`src/rtl/wds_pkg.sv`:
```
/*
 * wds_pkg: shared constants for the wireless descriptor store.
 * Holds descriptor type codes, fixed field values and layout offsets.
 * Assumes both ends of the descriptor link import nothing; use wds_pkg::.
 */
package wds_pkg;
    // standard request codes
    localparam logic [7:0] REQ_GET_DESC = 8'h06;
    localparam logic [7:0] REQ_SET_DESC = 8'h07;
    // standard descriptor types
    localparam logic [7:0] DT_DEVICE = 8'h01;
    localparam logic [7:0] DT_CONFIG = 8'h02;
    localparam logic [7:0] DT_STRING = 8'h03;
    localparam logic [7:0] DT_DEV_QUAL = 8'h06;
    localparam logic [7:0] DT_OTHER_SPEED = 8'h07;
    localparam logic [7:0] DT_IF_POWER = 8'h08;
    localparam logic [7:0] DT_OTG = 8'h09;
    // wireless extension descriptor types
    localparam logic [7:0] DT_SECURITY = 8'h0c;
    localparam logic [7:0] DT_KEY = 8'h0d;
    localparam logic [7:0] DT_ENC_TYPE = 8'h0e;
    localparam logic [7:0] DT_BOS = 8'h0f;
    localparam logic [7:0] DT_DEV_CAP = 8'h10;
    localparam logic [7:0] DT_WEP_COMP = 8'h11;
    // capability type codes
    localparam logic [7:0] CAP_WIRELESS = 8'h01;
    // device descriptor fixed fields
    localparam logic [7:0] DEV_LEN = 8'h12;
    localparam logic [15:0] DEV_BCD_USB = 16'h0250;
    localparam logic [7:0] DEV_MAX_PKT0 = 8'hff;
    localparam logic [7:0] DEV_NUM_CFG = 8'h01;
    // device descriptor field positions
    localparam logic [4:0] DEV_OFS_LEN = 5'h00;
    localparam logic [4:0] DEV_OFS_TYPE = 5'h01;
    localparam logic [4:0] DEV_OFS_BCD = 5'h02;
    localparam logic [4:0] DEV_OFS_MAX_PKT0 = 5'h07;
    localparam logic [4:0] DEV_OFS_VENDOR = 5'h08;
    localparam logic [4:0] DEV_OFS_PRODUCT = 5'h0a;
    localparam logic [4:0] DEV_OFS_NUM_CFG = 5'h11;
    // bos layout
    localparam logic [7:0] BOS_HDR_LEN = 8'h05;
    localparam logic [4:0] BOS_OFS_LEN = 5'h00;
    localparam logic [4:0] BOS_OFS_TYPE = 5'h01;
    localparam logic [4:0] BOS_OFS_TOTAL = 5'h02;
    localparam logic [4:0] BOS_OFS_NCAP = 5'h04;
    // capability field positions, from the capability's first byte
    localparam logic [4:0] CAP_OFS_LEN = 5'h00;
    localparam logic [4:0] CAP_OFS_DTYPE = 5'h01;
    localparam logic [4:0] CAP_OFS_TYPE = 5'h02;
    localparam logic [4:0] CAP_OFS_BODY = 5'h03;
    localparam logic [4:0] CAP_OFS_RATES = 5'h04;
    // wireless capability: header plus attr, rates(2), five spare bytes
    localparam logic [7:0] CAP_LEN = 8'h0b;
    localparam logic [7:0] CAP_ATTR = 8'h04; // directed beacon
    localparam logic [15:0] CAP_PHY_RATES = 16'h0001;
endpackage

```
`src/rtl/wds_link_if.sv`:
```
/*
 * wds_link_if: request and byte stream between host and device ends.
 * Assumes both ends run on one sys_clk; no tristate lines.
 */
`timescale 1ns/1ps
interface wds_link_if;
    // request, host to device
    logic req_valid;
    logic [7:0] req_code;
    logic [7:0] req_type;
    logic [7:0] req_index;
    logic [15:0] req_length;
    // answer, device to host
    logic data_valid;
    logic [7:0] data_byte;
    logic data_last;
    logic stall;
    logic busy;

    modport device (
        input req_valid, req_code, req_type, req_index, req_length,
        output data_valid, data_byte, data_last, stall, busy
    );
    modport host (
        output req_valid, req_code, req_type, req_index, req_length,
        input data_valid, data_byte, data_last, stall, busy
    );
endinterface

```
`src/rtl/wds_device.sv`:
```
/*
 * wds_device: descriptor store answering get descriptor requests; set requests stall.
 * Assumes requests arrive from logic on sys_clk, one at a time, while
 * busy is low; the connected level comes from the device state machine.
 */
`timescale 1ns/1ps
module wds_device #(
    parameter logic [15:0] VENDOR_ID = 16'h1234, // arbitrary value
    parameter logic [15:0] PRODUCT_ID = 16'h5678, // arbitrary value
    parameter logic [7:0] NUM_CAPS = 8'h01
) (
    // clock and reset
    input wire logic sys_clk,
    input wire logic rst_b,
    input wire logic clk_en,
    // device state
    input wire logic connected,
    // link
    wds_link_if.device link
);
    typedef enum logic [2:0] {
        WDS_IDLE = 3'b001,
        WDS_SEND = 3'b010,
        WDS_DONE = 3'b100
    } wds_state_t;

    // one capability in the set; adding more needs a longer image
    localparam logic [15:0] BOS_TOTAL =
        {8'h00, wds_pkg::BOS_HDR_LEN} + {8'h00, wds_pkg::CAP_LEN};
    // the capability sits right behind the header
    localparam logic [4:0] CAP_BASE = wds_pkg::BOS_HDR_LEN[4:0];

    wds_state_t state;
    logic sel; // 0 device, 1 bos set
    logic [15:0] pos;
    logic [15:0] count;
    logic [7:0] next_byte;
    logic accept;
    logic refuse;
    logic [15:0] total;
    // request classes
    logic is_get;
    logic is_forbidden;
    logic is_direct_cap;
    logic is_stored;
    // byte images, indexed by position within the answer
    logic [7:0] dev_rom [32];
    logic [7:0] bos_rom [32];

    // request classes; forbidden and capability types never answer
    assign is_get = (link.req_code == wds_pkg::REQ_GET_DESC);
    assign is_forbidden = (link.req_type inside {wds_pkg::DT_DEV_QUAL,
        wds_pkg::DT_OTHER_SPEED, wds_pkg::DT_IF_POWER,
        wds_pkg::DT_OTG});
    assign is_direct_cap = (link.req_type == wds_pkg::DT_DEV_CAP);
    assign is_stored = (link.req_type == wds_pkg::DT_DEVICE) ||
        (link.req_type == wds_pkg::DT_BOS);

    // decode the request; only device and bos are stored here
    always_comb begin
        accept = 1'b0;
        refuse = 1'b0;
        if (link.req_valid && state == WDS_IDLE) begin
            if (!connected) begin
                refuse = 1'b1;
            end else if (!is_get || is_direct_cap) begin
                // set descriptor and direct capability reads stall
                refuse = 1'b1;
            end else if (is_forbidden) begin
                refuse = 1'b1;
            end else if (is_stored) begin
                accept = 1'b1;
            end else begin
                // types held by other parts of the device also stall
                refuse = 1'b1;
            end
        end
    end

    // descriptor size of the selected object
    assign total = (link.req_type == wds_pkg::DT_BOS) ? BOS_TOTAL :
        {8'h00, wds_pkg::DEV_LEN};

    // device descriptor image; fields not listed stay zero
    always_comb begin
        dev_rom = '{default: 8'h00};
        dev_rom[wds_pkg::DEV_OFS_LEN] = wds_pkg::DEV_LEN;
        dev_rom[wds_pkg::DEV_OFS_TYPE] = wds_pkg::DT_DEVICE;
        dev_rom[wds_pkg::DEV_OFS_BCD] = wds_pkg::DEV_BCD_USB[7:0];
        dev_rom[wds_pkg::DEV_OFS_BCD + 5'd1] =
            wds_pkg::DEV_BCD_USB[15:8];
        dev_rom[wds_pkg::DEV_OFS_MAX_PKT0] = wds_pkg::DEV_MAX_PKT0;
        dev_rom[wds_pkg::DEV_OFS_VENDOR] = VENDOR_ID[7:0];
        dev_rom[wds_pkg::DEV_OFS_VENDOR + 5'd1] = VENDOR_ID[15:8];
        dev_rom[wds_pkg::DEV_OFS_PRODUCT] = PRODUCT_ID[7:0];
        dev_rom[wds_pkg::DEV_OFS_PRODUCT + 5'd1] = PRODUCT_ID[15:8];
        dev_rom[wds_pkg::DEV_OFS_NUM_CFG] = wds_pkg::DEV_NUM_CFG;
    end

    // bos image: header, then the capability, never apart
    always_comb begin
        bos_rom = '{default: 8'h00};
        bos_rom[wds_pkg::BOS_OFS_LEN] = wds_pkg::BOS_HDR_LEN;
        bos_rom[wds_pkg::BOS_OFS_TYPE] = wds_pkg::DT_BOS;
        bos_rom[wds_pkg::BOS_OFS_TOTAL] = BOS_TOTAL[7:0];
        bos_rom[wds_pkg::BOS_OFS_TOTAL + 5'd1] = BOS_TOTAL[15:8];
        bos_rom[wds_pkg::BOS_OFS_NCAP] = NUM_CAPS;
        bos_rom[CAP_BASE + wds_pkg::CAP_OFS_LEN] =
            wds_pkg::CAP_LEN;
        bos_rom[CAP_BASE + wds_pkg::CAP_OFS_DTYPE] =
            wds_pkg::DT_DEV_CAP;
        bos_rom[CAP_BASE + wds_pkg::CAP_OFS_TYPE] =
            wds_pkg::CAP_WIRELESS;
        bos_rom[CAP_BASE + wds_pkg::CAP_OFS_BODY] =
            wds_pkg::CAP_ATTR;
        bos_rom[CAP_BASE + wds_pkg::CAP_OFS_RATES] =
            wds_pkg::CAP_PHY_RATES[7:0];
        bos_rom[CAP_BASE + wds_pkg::CAP_OFS_RATES + 5'd1] =
            wds_pkg::CAP_PHY_RATES[15:8];
    end

    // byte at the current position; count keeps pos inside the image
    assign next_byte = sel ? bos_rom[pos[4:0]] : dev_rom[pos[4:0]];

    // transfer state; zero length goes straight to done
    always_ff @(posedge sys_clk) begin
        if (!rst_b) begin
            state <= WDS_IDLE;
        end else if (clk_en) begin
            unique case (state)
                WDS_IDLE: begin
                    if (accept) begin
                        state <= (link.req_length == 16'h0000) ?
                            WDS_DONE : WDS_SEND;
                    end
                end
                WDS_SEND: begin
                    if (pos + 16'h0001 == count) begin
                        state <= WDS_DONE;
                    end
                end
                WDS_DONE: begin
                    state <= WDS_IDLE;
                end
                default: state <= WDS_IDLE;
            endcase
        end
    end

    // object and length are latched as the request is taken
    always_ff @(posedge sys_clk) begin
        if (!rst_b) begin
            sel <= 1'b0;
            count <= 16'h0000;
        end else if (clk_en && accept) begin
            sel <= (link.req_type == wds_pkg::DT_BOS);
            // short request truncates, zero sends nothing
            count <= (link.req_length < total) ?
                link.req_length : total;
        end
    end

    // byte position; restarts at the first byte of every answer
    always_ff @(posedge sys_clk) begin
        if (!rst_b) begin
            pos <= 16'h0000;
        end else if (clk_en) begin
            if (accept) begin
                pos <= 16'h0000;
            end else if (state == WDS_SEND) begin
                pos <= pos + 16'h0001;
            end
        end
    end

    // registered outputs toward the host
    always_ff @(posedge sys_clk) begin
        if (!rst_b) begin
            link.data_valid <= 1'b0;
            link.data_byte <= 8'h00;
            link.data_last <= 1'b0;
            link.stall <= 1'b0;
            link.busy <= 1'b0;
        end else if (clk_en) begin
            link.data_valid <= (state == WDS_SEND);
            link.data_byte <= (state == WDS_SEND) ? next_byte : 8'h00;
            link.data_last <= (state == WDS_SEND) &&
                (pos + 16'h0001 == count);
            link.stall <= refuse;
            link.busy <= accept || (state == WDS_SEND);
        end
    end
endmodule

```
`src/flat_wrapper.sv`:
```
// flat-port wrapper written by rule: the top's interface ports become plain ports
module wds_device_flat 
#(
    parameter logic [15:0] VENDOR_ID = 16'h1234,                   
    parameter logic [15:0] PRODUCT_ID = 16'h5678,                   
    parameter logic [7:0] NUM_CAPS = 8'h01
)
  (sys_clk, rst_b, clk_en, connected, link_req_valid, link_req_code, link_req_type, link_req_index, link_req_length, link_data_valid, link_data_byte, link_data_last, link_stall, link_busy);
  wds_link_if link_i ();
  input wire logic sys_clk;
  input wire logic rst_b;
  input wire logic clk_en;
  input wire logic connected;
  input wire logic [$bits(link_i.req_valid)-1:0] link_req_valid;
  input wire logic [$bits(link_i.req_code)-1:0] link_req_code;
  input wire logic [$bits(link_i.req_type)-1:0] link_req_type;
  input wire logic [$bits(link_i.req_index)-1:0] link_req_index;
  input wire logic [$bits(link_i.req_length)-1:0] link_req_length;
  output wire logic [$bits(link_i.data_valid)-1:0] link_data_valid;
  output wire logic [$bits(link_i.data_byte)-1:0] link_data_byte;
  output wire logic [$bits(link_i.data_last)-1:0] link_data_last;
  output wire logic [$bits(link_i.stall)-1:0] link_stall;
  output wire logic [$bits(link_i.busy)-1:0] link_busy;
  assign link_i.req_valid = link_req_valid;
  assign link_i.req_code = link_req_code;
  assign link_i.req_type = link_req_type;
  assign link_i.req_index = link_req_index;
  assign link_i.req_length = link_req_length;
  assign link_data_valid = link_i.data_valid;
  assign link_data_byte = link_i.data_byte;
  assign link_data_last = link_i.data_last;
  assign link_stall = link_i.stall;
  assign link_busy = link_i.busy;
  wds_device #(.VENDOR_ID(VENDOR_ID), .PRODUCT_ID(PRODUCT_ID), .NUM_CAPS(NUM_CAPS)) u_core (.sys_clk(sys_clk), .rst_b(rst_b), .clk_en(clk_en), .connected(connected), .link(link_i));
endmodule
```
`config.mk`:
```
export PLATFORM = sky130hd
export DESIGN_NAME = wds_device_flat
export DESIGN_NICKNAME = d
export VERILOG_FILES = /design/src/rtl/wds_pkg.sv /design/src/rtl/wds_link_if.sv /design/src/rtl/wds_device.sv /design/src/flat_wrapper.sv
export SDC_FILE = /design/constraint.sdc
export NUM_CORES = 1
export LEC_CHECK = 0
export ABC_AREA = 1
export BUFFER_PORTS_ARGS = -buffer_cell sky130_fd_sc_hd__buf_2
export CAP_MARGIN = 5
export CELL_PAD_IN_SITES_DETAIL_PLACEMENT = 0
export CELL_PAD_IN_SITES_GLOBAL_PLACEMENT = 1
export CORE_MARGIN = 4
export CORE_UTILIZATION = 43
export CTS_BUF_LIST = sky130_fd_sc_hd__clkbuf_8
export DETAILED_ROUTE_END_ITERATION = 7
export PLACE_DENSITY_LB_ADDON = 0.1
export SLEW_MARGIN = 0
export SYNTH_ARGS = -nofsm -noshare
export SYNTH_HDL_FRONTEND = slang
export SYNTH_SLANG_ARGS = --single-unit
export TNS_END_PERCENT = 50
```
`constraint.sdc`:
```
create_clock -name sys_clk -period 4.5 [get_ports sys_clk]
set_clock_uncertainty 0.2 [all_clocks]
set_input_delay 0.675 -clock sys_clk [delete_from_list [all_inputs] [get_ports sys_clk]]
set_output_delay 0.675 -clock sys_clk [all_outputs]
set_load 0.05 [all_outputs]
```
== Yosys cells after proc, flatten, opt, wreduce, memory -nomap -nowiden ==
Memories as Yosys holds them, arrays and structs flattened.
Index checks and enable logic that the tools add are counted.
Word-level totals
  memory bits (read-only): 512
  flip-flop bits (word level): 48
  memories: 2
  output and inout port bits: 12
  word-level logic and storage cells: 64
Operators by class
  reduce and logical (&&, ||, !) cells: 12
  muxes and demuxes: 24
  $add $sub $neg: 1
  bitwise operators: 1
  magnitude comparators: 2
  equality and inequality tests: 13
Memory list
  (name not given): words 32, width 8, read ports 1, clocked after Yosys merged registers in 0, wr ports 0, line wds_device.sv:123  | assign next_byte = sel ? bos_rom[pos[4:0]] : dev_rom[pos[4:0]];
  (name not given): words 32, width 8, read ports 1, clocked after Yosys merged registers in 0, wr ports 0, line wds_device.sv:123
Operators by type and width (count)
  $mux 16: 3
  $mux 8: 6
  $eq 8x3->1 const B: 3
  $eq 8x4->1 const B: 3
  $add 16x1->16 const B: 1
  $eq 16x16->1: 1
  $logic_not 16->1: 1
  $lt 16x16->1: 1
  $mux 1: 10
  $mux 3: 3
  $eq 8x1->1 const B: 1
  $eq 8x5->1 const B: 1
  $ge 6x6->1 const B: 1
  $not 5->6: 1
  $pmux 3 s2: 1
  $ne 2x1->1 const B: 2
  $reduce_bool 4->1: 1
  $eq 3x1->1 const B: 1
  $eq 3x2->1 const B: 1
  $logic_and 1x1->1: 3
  $logic_or 1x1->1: 3
  $reduce_and 3->1: 1
  $mux 2: 1
  $reduce_and 2->1: 1
  other kinds (2): 2

== Longest topological paths before layout ==
Gate-level depths: netlist of the first run.
  word-level depth: 9
  depth in mapped cells: 15
  gate-level depth less buffers: 15

== Worst setup path before layout of the first run ==
Ideal clock, no wire load.
  kind: input-to-reg
  start: input port link_req_code[4]
  end: register u_core.count[11]
  path slack: 2368 ps
  data arrival time: 1816 ps
  cell stages on the path: 6
  path buffers: 1
  required time: 4184 ps
  path through: or2_2 nor4_1 nand4_1 nand2_2 buf_2 nor2_1
Between the ends
  word-level cells in the longest chain between the ends: 7
RTL lines
  start: declaration: line flat_wrapper.sv:15  | input wire logic [$bits(link_i.req_code)-1:0] link_req_code;
  $eq 8x3->1: line wds_device.sv:51  | assign is_get = (link.req_code == wds_pkg::REQ_GET_DESC);
  $logic_not 1->1: line wds_device.sv:66  | end else if (!is_get || is_direct_cap) begin
  $logic_or 1x1->1: line wds_device.sv:66
  $mux 1: line wds_device.sv:66
  $mux 1: line wds_device.sv:64  | if (!connected) begin
  $mux 1: line wds_device.sv:63  | if (link.req_valid && state == WDS_IDLE) begin
  $logic_and 1x1->1: line wds_device.sv:155  | end else if (clk_en && accept) begin
  end signal: assignment: line wds_device.sv:158  | count <= (link.req_length < total) ?
  end: declaration: line wds_device.sv:36  | logic [15:0] count;
Every way passes these cells.
A chain may end at the register's enable or synchronous reset.

== Worst setup path after layout of the first run ==
  start: register u_core.pos[0]
  end: register u_core.state[1]
Between the ends
  word-level cells in the longest chain between the ends: 4
RTL lines
  start: declaration: line wds_device.sv:35  | logic [15:0] pos;
  start signal: assignment: line wds_device.sv:171  | pos <= pos + 16'h0001;
  $add 16x1->16: line wds_device.sv:138  | if (pos + 16'h0001 == count) begin
  $eq 16x16->1: line wds_device.sv:138
  $ne 2x1->1 (no source line)
  $reduce_and 3->1 (no source line)
  end signal: assignment: line wds_device.sv:133  | state <= (link.req_length == 16'h0000) ?
  end: declaration: line wds_device.sv:33  | wds_state_t state;
Every way passes these cells.

==> out/results.ini, run 1 <==
[critical_path]
cp_max_fo=9
slowest_stage=dfxtp_1
crit_path_max_incr_delay_ns=0.58
worst_setup_path_start_kind=flop
crit_path_end_kind=flop
timing_worst_setup_path_type=reg -> reg
critical-path-top-delay-family=simple AND/OR/NAND/NOR gates
rr_worst_depth=14
worst_ep_required_time_ns=4.52
arrival_ns=2.54
path_depth=14
path_cells=ha_1 -> nand3_1 -> nor2_2 -> nand3_1 -> nand2_1 -> nand3_1 -> nand2_1 -> nand2_1 -> nor2_1 -> nand3_2 -> nand2_2 -> nand3_1 -> nand2_1 -> nor2_1
crit_buf_inv=0

[sta]
rsz0062_at_grt=no
relSlewSlack_pct=51.38
timing.final.crit_share_pct=55.99
finalSetupViolCount=0
layout_min_cycle_time_ns=2.520
setup_slack_ns=1.980
hold_violations=0
hold_ws_ns=0.2548
setup_tns_ns=0
drv_slew=0
fmax_ghz=0.3969
worst_pin_slew_ns=0.7286

[route]
num_vias=2879
wire_per_inst_microns=13.17
vias_per_cell=5.206
routed_wl_microns=7282
antenna_left=0
drc=0
dr.pass1.iters=4
initialDrtViolationCount=74

[yosys]
synth_xor_area_share_pct=2.691
ys_warn_count=0
synth_compound_area_share_pct=13.98
postSynthCellCount=430
netlist_area_sq_um=2836
synth_nets=481
ys_seq_area_share_pct=33.88
synth-simple-area-share_pct=38.20
synth_fa_ha_area_share_pct=2.647
synth_mux_area_share_pct=0
ys_seq_elements=48
synth_top_family_by_area=simple AND/OR/NAND/NOR gates
synth_cell_types=38
avgSynthCellArea_sq_um=6.596

[clocking]
cts_resized=0
clk_latency_ns=0.31
numCtsBuffers=5
htree_levels=2
postCtsSetupRepairBufs=0
cts_tree=yes
hold_buffers=0
clockBufferDepth=2
cts.sinks=48
clk_pin_slew_ns=0.10
root_buffer=clkbuf_8

[floorplanning]
core_area_sq_um=6386
start_util_pct=44.42
ios=57
fp.dieW_microns=89.22
die_h_microns=89.22
dieArea_sq_um=7960
fp-row-count=29

[global_route]
grt_pass1_wl_microns=11940
grt_pass1_vias=2588
antenna_found_initial=0
grt_max_degree=21
grt_overflow=0
track_usage_pct=19.06

[placement]
hpwl_microns=5502
routabilityCongestion=0.7906
dpl_cell_area_sq_um=3128
portBuffers=48
dpl_worst_slack_ns=1.791

[final_layout]
drive_gt1_share_pct=17.44
stdcell_area_sq_um=3239
diodes=0
syn2layout_area_growth_pct=14.20
fin_util_pct=50.72
regArea_sq_um=960.9
finalNetCount=526
n_fill_cell=703
multi_input_area_sq_um=1632

[hold_path]
hp-class=reg -> reg
worstHoldPathCells=2

[outcome]
outcome=complete, no violations

[power]
vdd_ir_drop_max_uv=147.4
p_per_area_nw_per_um2=264.7
p_leak_nw=1.380

[job]
maxCapViolations=0

worst reg2reg max path: stages (launching register included):
cell and delay [ns]:
dfxtp_1 0.58, ha_1 0.28, nand3_1 0.17, nor2_2 0.23
nand3_1 0.12, nand2_1 0.09, nand3_1 0.06, nand2_1 0.06
nand2_1 0.06, nor2_1 0.21, nand3_2 0.11, nand2_2 0.09
nand3_1 0.07, nand2_1 0.06, nor2_1 0.03
cell type report:
cell class | count | share of cell area, %
inverter | 51 | 5.910
timing repair buffer | 49 | 7.648
tap | 77 | 2.974
sequential | 48 | 29.66
clock inverter | 3 | 1.313
clock buffer | 5 | 2.124
multi-input combinational | 320 | 50.37
cell usage after synthesis (all sizes together):
| master | instances | area (sq um) |
|---|---|---|
| a21oi | 30 | 153.9 |
| a32oi | 1 | 8.760 |
| o22ai | 1 | 6.260 |
| nand3 | 34 | 180.2 |
| xor2 | 4 | 35.03 |
| o21ai | 19 | 95.09 |
| dfxtp | 48 | 960.9 |
| xor3 | 1 | 23.77 |
| a32o | 1 | 10.01 |
| a211oi | 5 | 47.54 |
| ha | 6 | 75.07 |
| o211ai | 3 | 22.52 |
| o221ai | 1 | 8.760 |
| nand3b | 2 | 15.01 |
| o2111ai | 1 | 8.760 |
| nand4 | 13 | 81.33 |
| inv | 51 | 191.4 |
| nand2 | 128 | 498.0 |
| o21bai | 1 | 11.26 |
| a31oi | 1 | 6.260 |
| nor2 | 52 | 230.2 |
| or2 | 1 | 6.260 |
| clkbuf | 7 | 26.28 |
| buf | 4 | 26.27 |
| nor4 | 6 | 37.54 |
| xnor2 | 2 | 17.52 |
| a221oi | 2 | 17.52 |
| nor3 | 5 | 35.03 |
power breakdown:
| part | total [mW] | leakage, nW | switching, mW | internal (mW) |
|---|---|---|---|---|
| registers | 0.442 | 0.387 | 0.00872 | 0.433 |
| logic | 0.0985 | 0.939 | 0.0624 | 0.0361 |
| clock network | 0.317 | 0.0541 | 0.152 | 0.165 |
| total | 0.857 | 1.38 | 0.223 | 0.634 |
layout by cell type, fill, tap and decap left out, types with 4 or more instances in the layout:
master / count
nand2_1: 123
buf_2: 48
dfxtp_1: 48
inv_1: 47
nor2_1: 44
nand3_1: 32
a21oi_1: 29
o21ai_0: 19
nand4_1: 13
nor4_1: 6
ha_1: 6
nor2_2: 5
clkbuf_8: 5
inv_2: 4
nand2_2: 4
xor2_1: 4
worst paths after layout:
| path | from | end | slack [ns] |
|---|---|---|---|
| max reg2reg | u_core.pos[0] | u_core.state[1] | 1.98 |
| min reg2reg | u_core.count[5] | u_core.count[5] | 0.25 |
| min | u_core.count[5] | u_core.count[5] | 0.25 |
| max | u_core.pos[0] | u_core.state[1] | 1.98 |
state kept, by name, indices dropped and copies added, names as in the netlist:
| name | count |
|---|---|
| u_core.count | 16 |
| u_core.pos | 16 |
| u_core.link.data_byte | 8 |
| u_core.state | 3 |
| u_core.link.busy | 1 |
| u_core.link.data_last | 1 |
| u_core.link.data_valid | 1 |
| u_core.link.stall | 1 |
| u_core.sel | 1 |
through the flow:
stage,std cells,power [mW]
global route,553,0.8990
CTS,553,0.8678
finish,553,0.8574
floorplan,430,0.5153
detailed placement,545,0.5502
global placement,545,0.5490
cells by family (layout without fill, tap and decap cells):
kind of cell / after synthesis / count (layout)
buf+inv: 62 / 108
fa+ha+maj: 6 / 6
flops: 48 / 48
simple gates: 241 / 241
compound gates: 66 / 66
xor+xnor: 7 / 7
routing by layer:
| layer | global-route usage (%) | wire [microns] | share of wire [%] | vias up |
|---|---|---|---|---|
| li1 | - | - | - | 1505 |
| met1 | 24.39 | 3364 | 46 | 1318 |
| met2 | 32.95 | 3570 | 49 | 48 |
| met3 | 3.779 | 264 | 3.6 | 8 |
| met4 | 4.465 | 82 | 1.1 | 0 |
| met5 | 0 | 0 | 0 | - |
(Power assumes the default switching activity.)
==> inputs of run 2 (changes only) <==
--- a/config.mk
+++ b/config.mk
@@ -11,7 +11,7 @@
 export CELL_PAD_IN_SITES_DETAIL_PLACEMENT = 0
 export CELL_PAD_IN_SITES_GLOBAL_PLACEMENT = 1
 export CORE_MARGIN = 4
-export CORE_UTILIZATION = 43
+export CORE_UTILIZATION = 40
 export CTS_BUF_LIST = sky130_fd_sc_hd__clkbuf_8
 export DETAILED_ROUTE_END_ITERATION = 7
 export PLACE_DENSITY_LB_ADDON = 0.1
==> constraint.sdc (replaced) <==
create_clock -name sys_clk -period 2.6 [get_ports sys_clk]
set_clock_uncertainty 0.2 [all_clocks]
set_input_delay 0.39 -clock sys_clk [delete_from_list [all_inputs] [get_ports sys_clk]]
set_output_delay 0.39 -clock sys_clk [all_outputs]
set_load 0.05 [all_outputs]
==> run 2 against run 1 <==
Global-route usage fell by 1.2 points. Sequential share of layout area shrank 0.32 points. Die area is 6.8% higher. Final cell count grew 4.3%. First-iteration DRC count grew 26%.
==> out/results.ini, run 2 (synthesized netlist as in run 1, its figures left out) <==
[final_layout]
drive_gt1_share_pct=18.09  ; was 17.44%
final_common_cell=nand2_1  ; unchanged
final_cell_mix=nand2_1 (123), inv_1 (48), buf_2 (48), dfxtp_1 (48), nor2_1 (44)  ; was nand2_1 (123), buf_2 (48), dfxtp_1 (48)
syn2layout_area_growth_pct=15.44  ; was 14.20%
diodes=0  ; unchanged
finalNetCount=532  ; was 526
top_regs=u_core.count: 16 flops, u_core.pos: 16 flops, u_core.link.data_byte: 8 flops  ; unchanged

[global_route]
grt_pass1_wl_microns=12430  ; was 11940 microns
antenna_found_initial=0  ; unchanged
track_usage_pct=17.89  ; was 19.06%
grt_overflow=0  ; unchanged
grt_pass1_vias=2709  ; was 2588
grt_max_degree=21  ; unchanged

[critical_path]
worst_ep_required_time_ns=2.60  ; was 4.52 ns
cp_max_fo=7  ; was 9
timing_worst_setup_path_type=reg -> reg  ; unchanged
arrival_ns=2.35  ; was 2.54 ns
path_cells=ha_1 -> nand3_1 -> nor2_2 -> nand3_1 -> nand2_1 -> nand3_1 -> nand2_1 -> nand2_1 -> nor2_1 -> nand3_2 -> nand2_2 -> nand3_1 -> nand2_1 -> nor2_1  ; unchanged
worst_setup_path_start_kind=flop  ; unchanged
crit_path_end_kind=flop  ; unchanged
crit_buf_inv=0  ; unchanged
crit_path_max_incr_delay_ns=0.48  ; was 0.58 ns
slowest_stage=dfxtp_1  ; unchanged
critical-path-top-delay-family=simple AND/OR/NAND/NOR gates  ; unchanged

[clocking]
cts_resized=0  ; unchanged
clockBufferDepth=2  ; unchanged
clk_latency_ns=0.29  ; was 0.31 ns
root_buffer=clkbuf_8  ; unchanged
cts.sinks=48  ; unchanged
clk_pin_slew_ns=0.09  ; was 0.10 ns
numCtsBuffers=5  ; unchanged
cts_tree=yes  ; unchanged
htree_levels=2  ; unchanged
postCtsSetupRepairBufs=0  ; unchanged
hold_buffers=0  ; unchanged

[sta]
finalSetupViolCount=0  ; unchanged
timing.final.crit_share_pct=90.56  ; was 55.99%
hold_violations=0  ; unchanged
relSlewSlack_pct=51.31  ; was 51.38%
fmax_ghz=0.4247  ; was 0.3969 GHz
layout_min_cycle_time_ns=2.355  ; was 2.520 ns
worst_pin_slew_ns=0.7296  ; was 0.7286 ns
drv_slew=0  ; unchanged
rsz0062_at_grt=no  ; unchanged
setup_tns_ns=0  ; unchanged

[route]
dr.pass1.iters=4  ; unchanged
vias_per_cell=5.007  ; was 5.206
drc=0  ; unchanged
num_vias=2889  ; was 2879
routed_wl_microns=7324  ; was 7282 microns
antenna_left=0  ; unchanged
wire_per_inst_microns=12.69  ; was 13.17 microns
initialDrtViolationCount=93  ; was 74

[hold_path]
hp-class=in -> reg  ; was reg -> reg

[job]
maxCapViolations=0  ; unchanged

[floorplanning]
die_h_microns=92.21  ; was 89.22 microns
ios=57  ; unchanged
start_util_pct=41.52  ; was 44.42%
fp-row-count=30  ; was 29
dieArea_sq_um=8503  ; was 7960 sq um
fp.dieW_microns=92.21  ; was 89.22 microns
core_area_sq_um=6832  ; was 6386 sq um

[power]
p_leak_nw=1.400  ; was 1.380 nW
power_mw=1.358  ; was 857.4 uW
vdd_ir_drop_max_uv=270.4  ; was 147.4 uV
p_per_area_nw_per_um2=414.7  ; was 264.7 nW/um^2

[placement]
hpwl_microns=5626  ; was 5502 microns
portBuffers=48  ; unchanged
routabilityCongestion=0.8124  ; was 0.7906

[outcome]
outcome=complete, no violations  ; unchanged

[run 2: worst paths after layout]
kind                            from                to  slack [ns]  depth (start not counted)
setup / recovery       u_core.pos[1]   u_core.state[1]        0.25                         14
hold / removal    link_req_length[2]   u_core.count[2]        0.18                          3
setup reg to reg       u_core.pos[1]   u_core.state[1]        0.25                         14
hold reg to reg     u_core.count[10]  u_core.count[10]        0.24                          2
[run 2: layout make-up]
cell class                 instances  area (sq um)
timing repair buffer              55         292.8
clock buffer                       5         68.82
sequential                        48         960.9
multi-input combinational        320          1632
tap                               96         120.1
inverter                          51         191.4
fill                             775          3557
clock inverter                     2         8.758
[run 2: stage by stage]
step | instances | utilization [%] | setup WS (ns) | cell area [sq um] | hold WS [ns]
2_1_floorplan | 430 | - | 0.5549 | 2836 | 0.2196
3_3_place_gp | 570 | 46.79 | 0.3014 | 3197 | 0.2304
3_5_place_dp | 570 | 46.79 | 0.2225 | 3197 | 0.2312
4_1_cts | 577 | 47.93 | 0.1998 | 3274 | 0.1834
5_1_grt | 577 | 47.93 | 0.01092 | 3274 | 0.2097
6_report | 577 | 47.93 | 0.2455 | 3274 | 0.1836
[run 2: report_power, final]
part           total [mW]  switching [mW]  internal [mW]
Sequential          0.764          0.0139          0.750
Clock               0.421           0.241          0.180
Combinational       0.173           0.109         0.0646
[run 2: metal layers]
layer	vias to the layer above	track usage (%)	routed length, microns
met3	4	2.871	264
met4	0	3.960	63
li1	1510	-	-
met1	1314	23.86	3489
met5	-	0	0
met2	61	30.29	3506
[run 2: worst reg2reg max path, cell delays in order, from the launching register on]
cell,delay (ns)
dfxtp_1,0.48
ha_1,0.25
nand3_1,0.15
nor2_2,0.19
nand3_1,0.12
nand2_1,0.11
nand3_1,0.08
nand2_1,0.06
nand2_1,0.06
nor2_1,0.19
nand3_2,0.11
nand2_2,0.09
nand3_1,0.07
nand2_1,0.06
nor2_1,0.04
==> inputs of run 3 (changes only) <==
--- a/config.mk
+++ b/config.mk
@@ -15,6 +15,8 @@
 export CTS_BUF_LIST = sky130_fd_sc_hd__clkbuf_8
 export DETAILED_ROUTE_END_ITERATION = 7
 export PLACE_DENSITY_LB_ADDON = 0.1
+export RECOVER_POWER = 50
+export REMOVE_ABC_BUFFERS = 1
 export SLEW_MARGIN = 0
 export SYNTH_ARGS = -nofsm -noshare
 export SYNTH_HDL_FRONTEND = slang
==> run 3 against run 2 <==
Worst setup slack better by 0.076 ns. Critical path depth is 2 lower. Flip-flop and latch count stayed put. Clock-buffer cell count stayed put. Global-route usage is 0.14 points lower. Via count is 2.0% lower. Power is 8.3% higher. Die area stayed put. Non-clock buffer count is 1 lower. First-iteration DRC count is 41% higher. Sequential power hardly changed. Core utilization is 0.055 points lower.
==> out/results.ini, run 3 (synthesized netlist as in run 1, its figures left out) <==
[outcome]
outcome=complete, no violations  ; unchanged

[clocking]
clockBufferDepth=2  ; unchanged
hold_buffers=0  ; unchanged
root_buffer=clkbuf_8  ; unchanged
clk_latency_ns=0.30  ; was 0.29 ns
numCtsBuffers=5  ; unchanged
htree_levels=2  ; unchanged
postCtsSetupRepairBufs=0  ; unchanged
cts_resized=0  ; unchanged
cts_tree=yes  ; unchanged
clk_pin_slew_ns=0.09  ; about the same
cts.sinks=48  ; unchanged

[global_route]
grt_overflow=0  ; unchanged
globalRouteMet3Util_pct=3.281  ; was 2.871%
grt_pass1_vias=2596  ; was 2709
use_met2_pct=28.22  ; was 30.29%
grt_pass1_wl_microns=12250  ; was 12430 microns
antenna_found_initial=0  ; unchanged
grt_max_degree=21  ; unchanged
track_usage_pct=17.75  ; was 17.89%
busiest_layer=met2  ; unchanged
met1_usage_pct=24.80  ; was 23.86%

[critical_path]
critical-path-top-delay-family=simple AND/OR/NAND/NOR gates  ; unchanged
arrival_ns=2.28  ; was 2.35 ns
r2r-start=u_core.pos[0]  ; was u_core.pos[1]
crit_buf_inv=2  ; was 0
crit_top_cell=nor2_1
cp_max_fo=5  ; was 7
slowest_stage=dfxtp_1  ; unchanged
worst_ep_required_time_ns=2.60  ; about the same
worst_setup_path_start_kind=flop  ; unchanged
path_cells=buf_4 -> inv_2 -> ha_1 -> xor2_1 -> nor2_1 -> nand3_1 -> nor2_1 -> nand3_2 -> nand2_2 -> nand3_1 -> nand2_1 -> nor2_1  ; was ha_1 -> nand3_1 -> nor2_2 -> nand3_1 -> nand2_1 -> nand3_1 -> nand2_1 -> nand2_1 -> nor2_1 -> nand3_2 -> nand2_2 -> nand3_1 -> nand2_1 -> nor2_1
crit_path_end_kind=flop  ; unchanged
crit_start=u_core.pos[0]  ; was u_core.pos[1]
crit_path_max_incr_delay_ns=0.42  ; was 0.48 ns
timing_worst_setup_path_type=reg -> reg  ; unchanged

[final_layout]
final_cell_mix=nand2_1 (124), inv_1 (48), dfxtp_1 (47)  ; was nand2_1 (123), inv_1 (48), buf_2 (48), dfxtp_1 (48), nor2_1 (44)
drive_gt1_share_pct=14.97  ; was 18.09%
n_fill_cell=754  ; was 775
regArea_sq_um=962.2  ; was 960.9 sq um
multi_input_area_sq_um=1619  ; was 1632 sq um
diodes=0  ; unchanged
top_regs=u_core.count: 16 flops, u_core.pos: 16 flops, u_core.link.data_byte: 8 flops  ; unchanged
syn2layout_area_growth_pct=15.31  ; was 15.44%
finalNetCount=531  ; was 532
final_common_cell=nand2_1  ; unchanged

[placement]
portBuffers=48  ; unchanged
dpl_worst_slack_ns=0.2592  ; was 0.2225 ns
routabilityCongestion=0.8156  ; was 0.8124
hpwl_microns=5590  ; was 5626 microns

[sta]
setup_tns_ns=0  ; unchanged
worst_pin_slew_ns=0.7152  ; was 0.7296 ns
rsz0062_at_grt=no  ; unchanged
layout_min_cycle_time_ns=2.278  ; was 2.355 ns
relSlewSlack_pct=52.27  ; was 51.31%
hold_violations=0  ; unchanged
timing.final.crit_share_pct=87.62  ; was 90.56%
setup_slack_ns=0.3218  ; was 0.2455 ns
drv_slew=0  ; unchanged
fmax_ghz=0.4390  ; was 0.4247 GHz
finalSetupViolCount=0  ; unchanged

[floorplanning]
start_util_pct=41.52  ; unchanged
die_h_microns=92.21  ; unchanged
dieArea_sq_um=8503  ; unchanged
fp-row-count=30  ; unchanged
ios=57  ; unchanged
core_area_sq_um=6832  ; unchanged
fp.dieW_microns=92.21  ; unchanged

[power]
p_per_area_nw_per_um2=449.7  ; was 414.7 nW/um^2
p_leak_nw=1.348  ; was 1.400 nW
vdd_ir_drop_max_uv=345.2  ; was 270.4 uV

[hold_path]
hp-start=link_req_length[0]  ; was link_req_length[2]
hp-class=in -> reg  ; unchanged

[route]
dr.pass1.iters=4  ; unchanged
drc=0  ; unchanged
antenna_left=0  ; unchanged
num_vias=2830  ; was 2889
wire_per_inst_microns=12.53  ; was 12.69 microns
vias_per_cell=4.905  ; was 5.007
initialDrtViolationCount=131  ; was 93
routed_wl_microns=7228  ; was 7324 microns

[job]
maxCapViolations=0  ; unchanged

run 3: stage by stage:
stage	hold slack, ns	cell area [sq um]	cells	util (%)	total power [mW]
after floorplan	0.2196	2784	419	-	0.8870
after global placement	0.2333	3189	569	46.69	0.9524
after detailed placement	0.2333	3189	569	46.69	0.9548
after CTS	0.1744	3301	577	48.32	1.506
after global routing	0.1955	3271	577	47.88	1.554
final	0.1793	3271	577	47.88	1.471
run 3: worst register-to-register path: cells and delay by family, from the launching register on:
family | cells | cell delay, ns
and+or+nand+nor | 8 | 0.78
buffers and inverters | 2 | 0.27
DFF | 1 | 0.42
xor gates and xnor gates | 1 | 0.17
adders and majority gates | 1 | 0.37
run 3: cell type report:
cell class | instances | share of cell area, %
Clock buffer | 5 | 2.104
Clock inverter | 3 | 1.301
Inverter | 51 | 5.853
Multi-Input combinational cell | 320 | 49.50
Sequential cell | 48 | 29.42
Tap cell | 96 | 3.673
Timing Repair Buffer | 54 | 8.148
run 3: metal layers:
layer	share of wire, %	routed length (microns)	vias to the layer above
met1	50	3645	1257
li1	-	-	1511
met3	3.8	273	7
met2	45	3240	55
met4	0.94	68	0
met5	0	0	-
run 3: path summary, 6_finish.rpt:
path	to	slack, ns	cells past startpoint
setup / recovery	u_core.state[1]	0.32	12
hold reg to reg	u_core.count[10]	0.25	2
setup reg to reg	u_core.state[1]	0.32	12
hold / removal	u_core.count[0]	0.18	3
run 3: report_power, final:
part | leakage [nW] | total, mW | internal, mW | switching (mW)
clock network | 0.0541 | 0.542 | 0.285 | 0.257
registers | 0.387 | 0.761 | 0.750 | 0.0115
logic | 0.906 | 0.168 | 0.0610 | 0.106
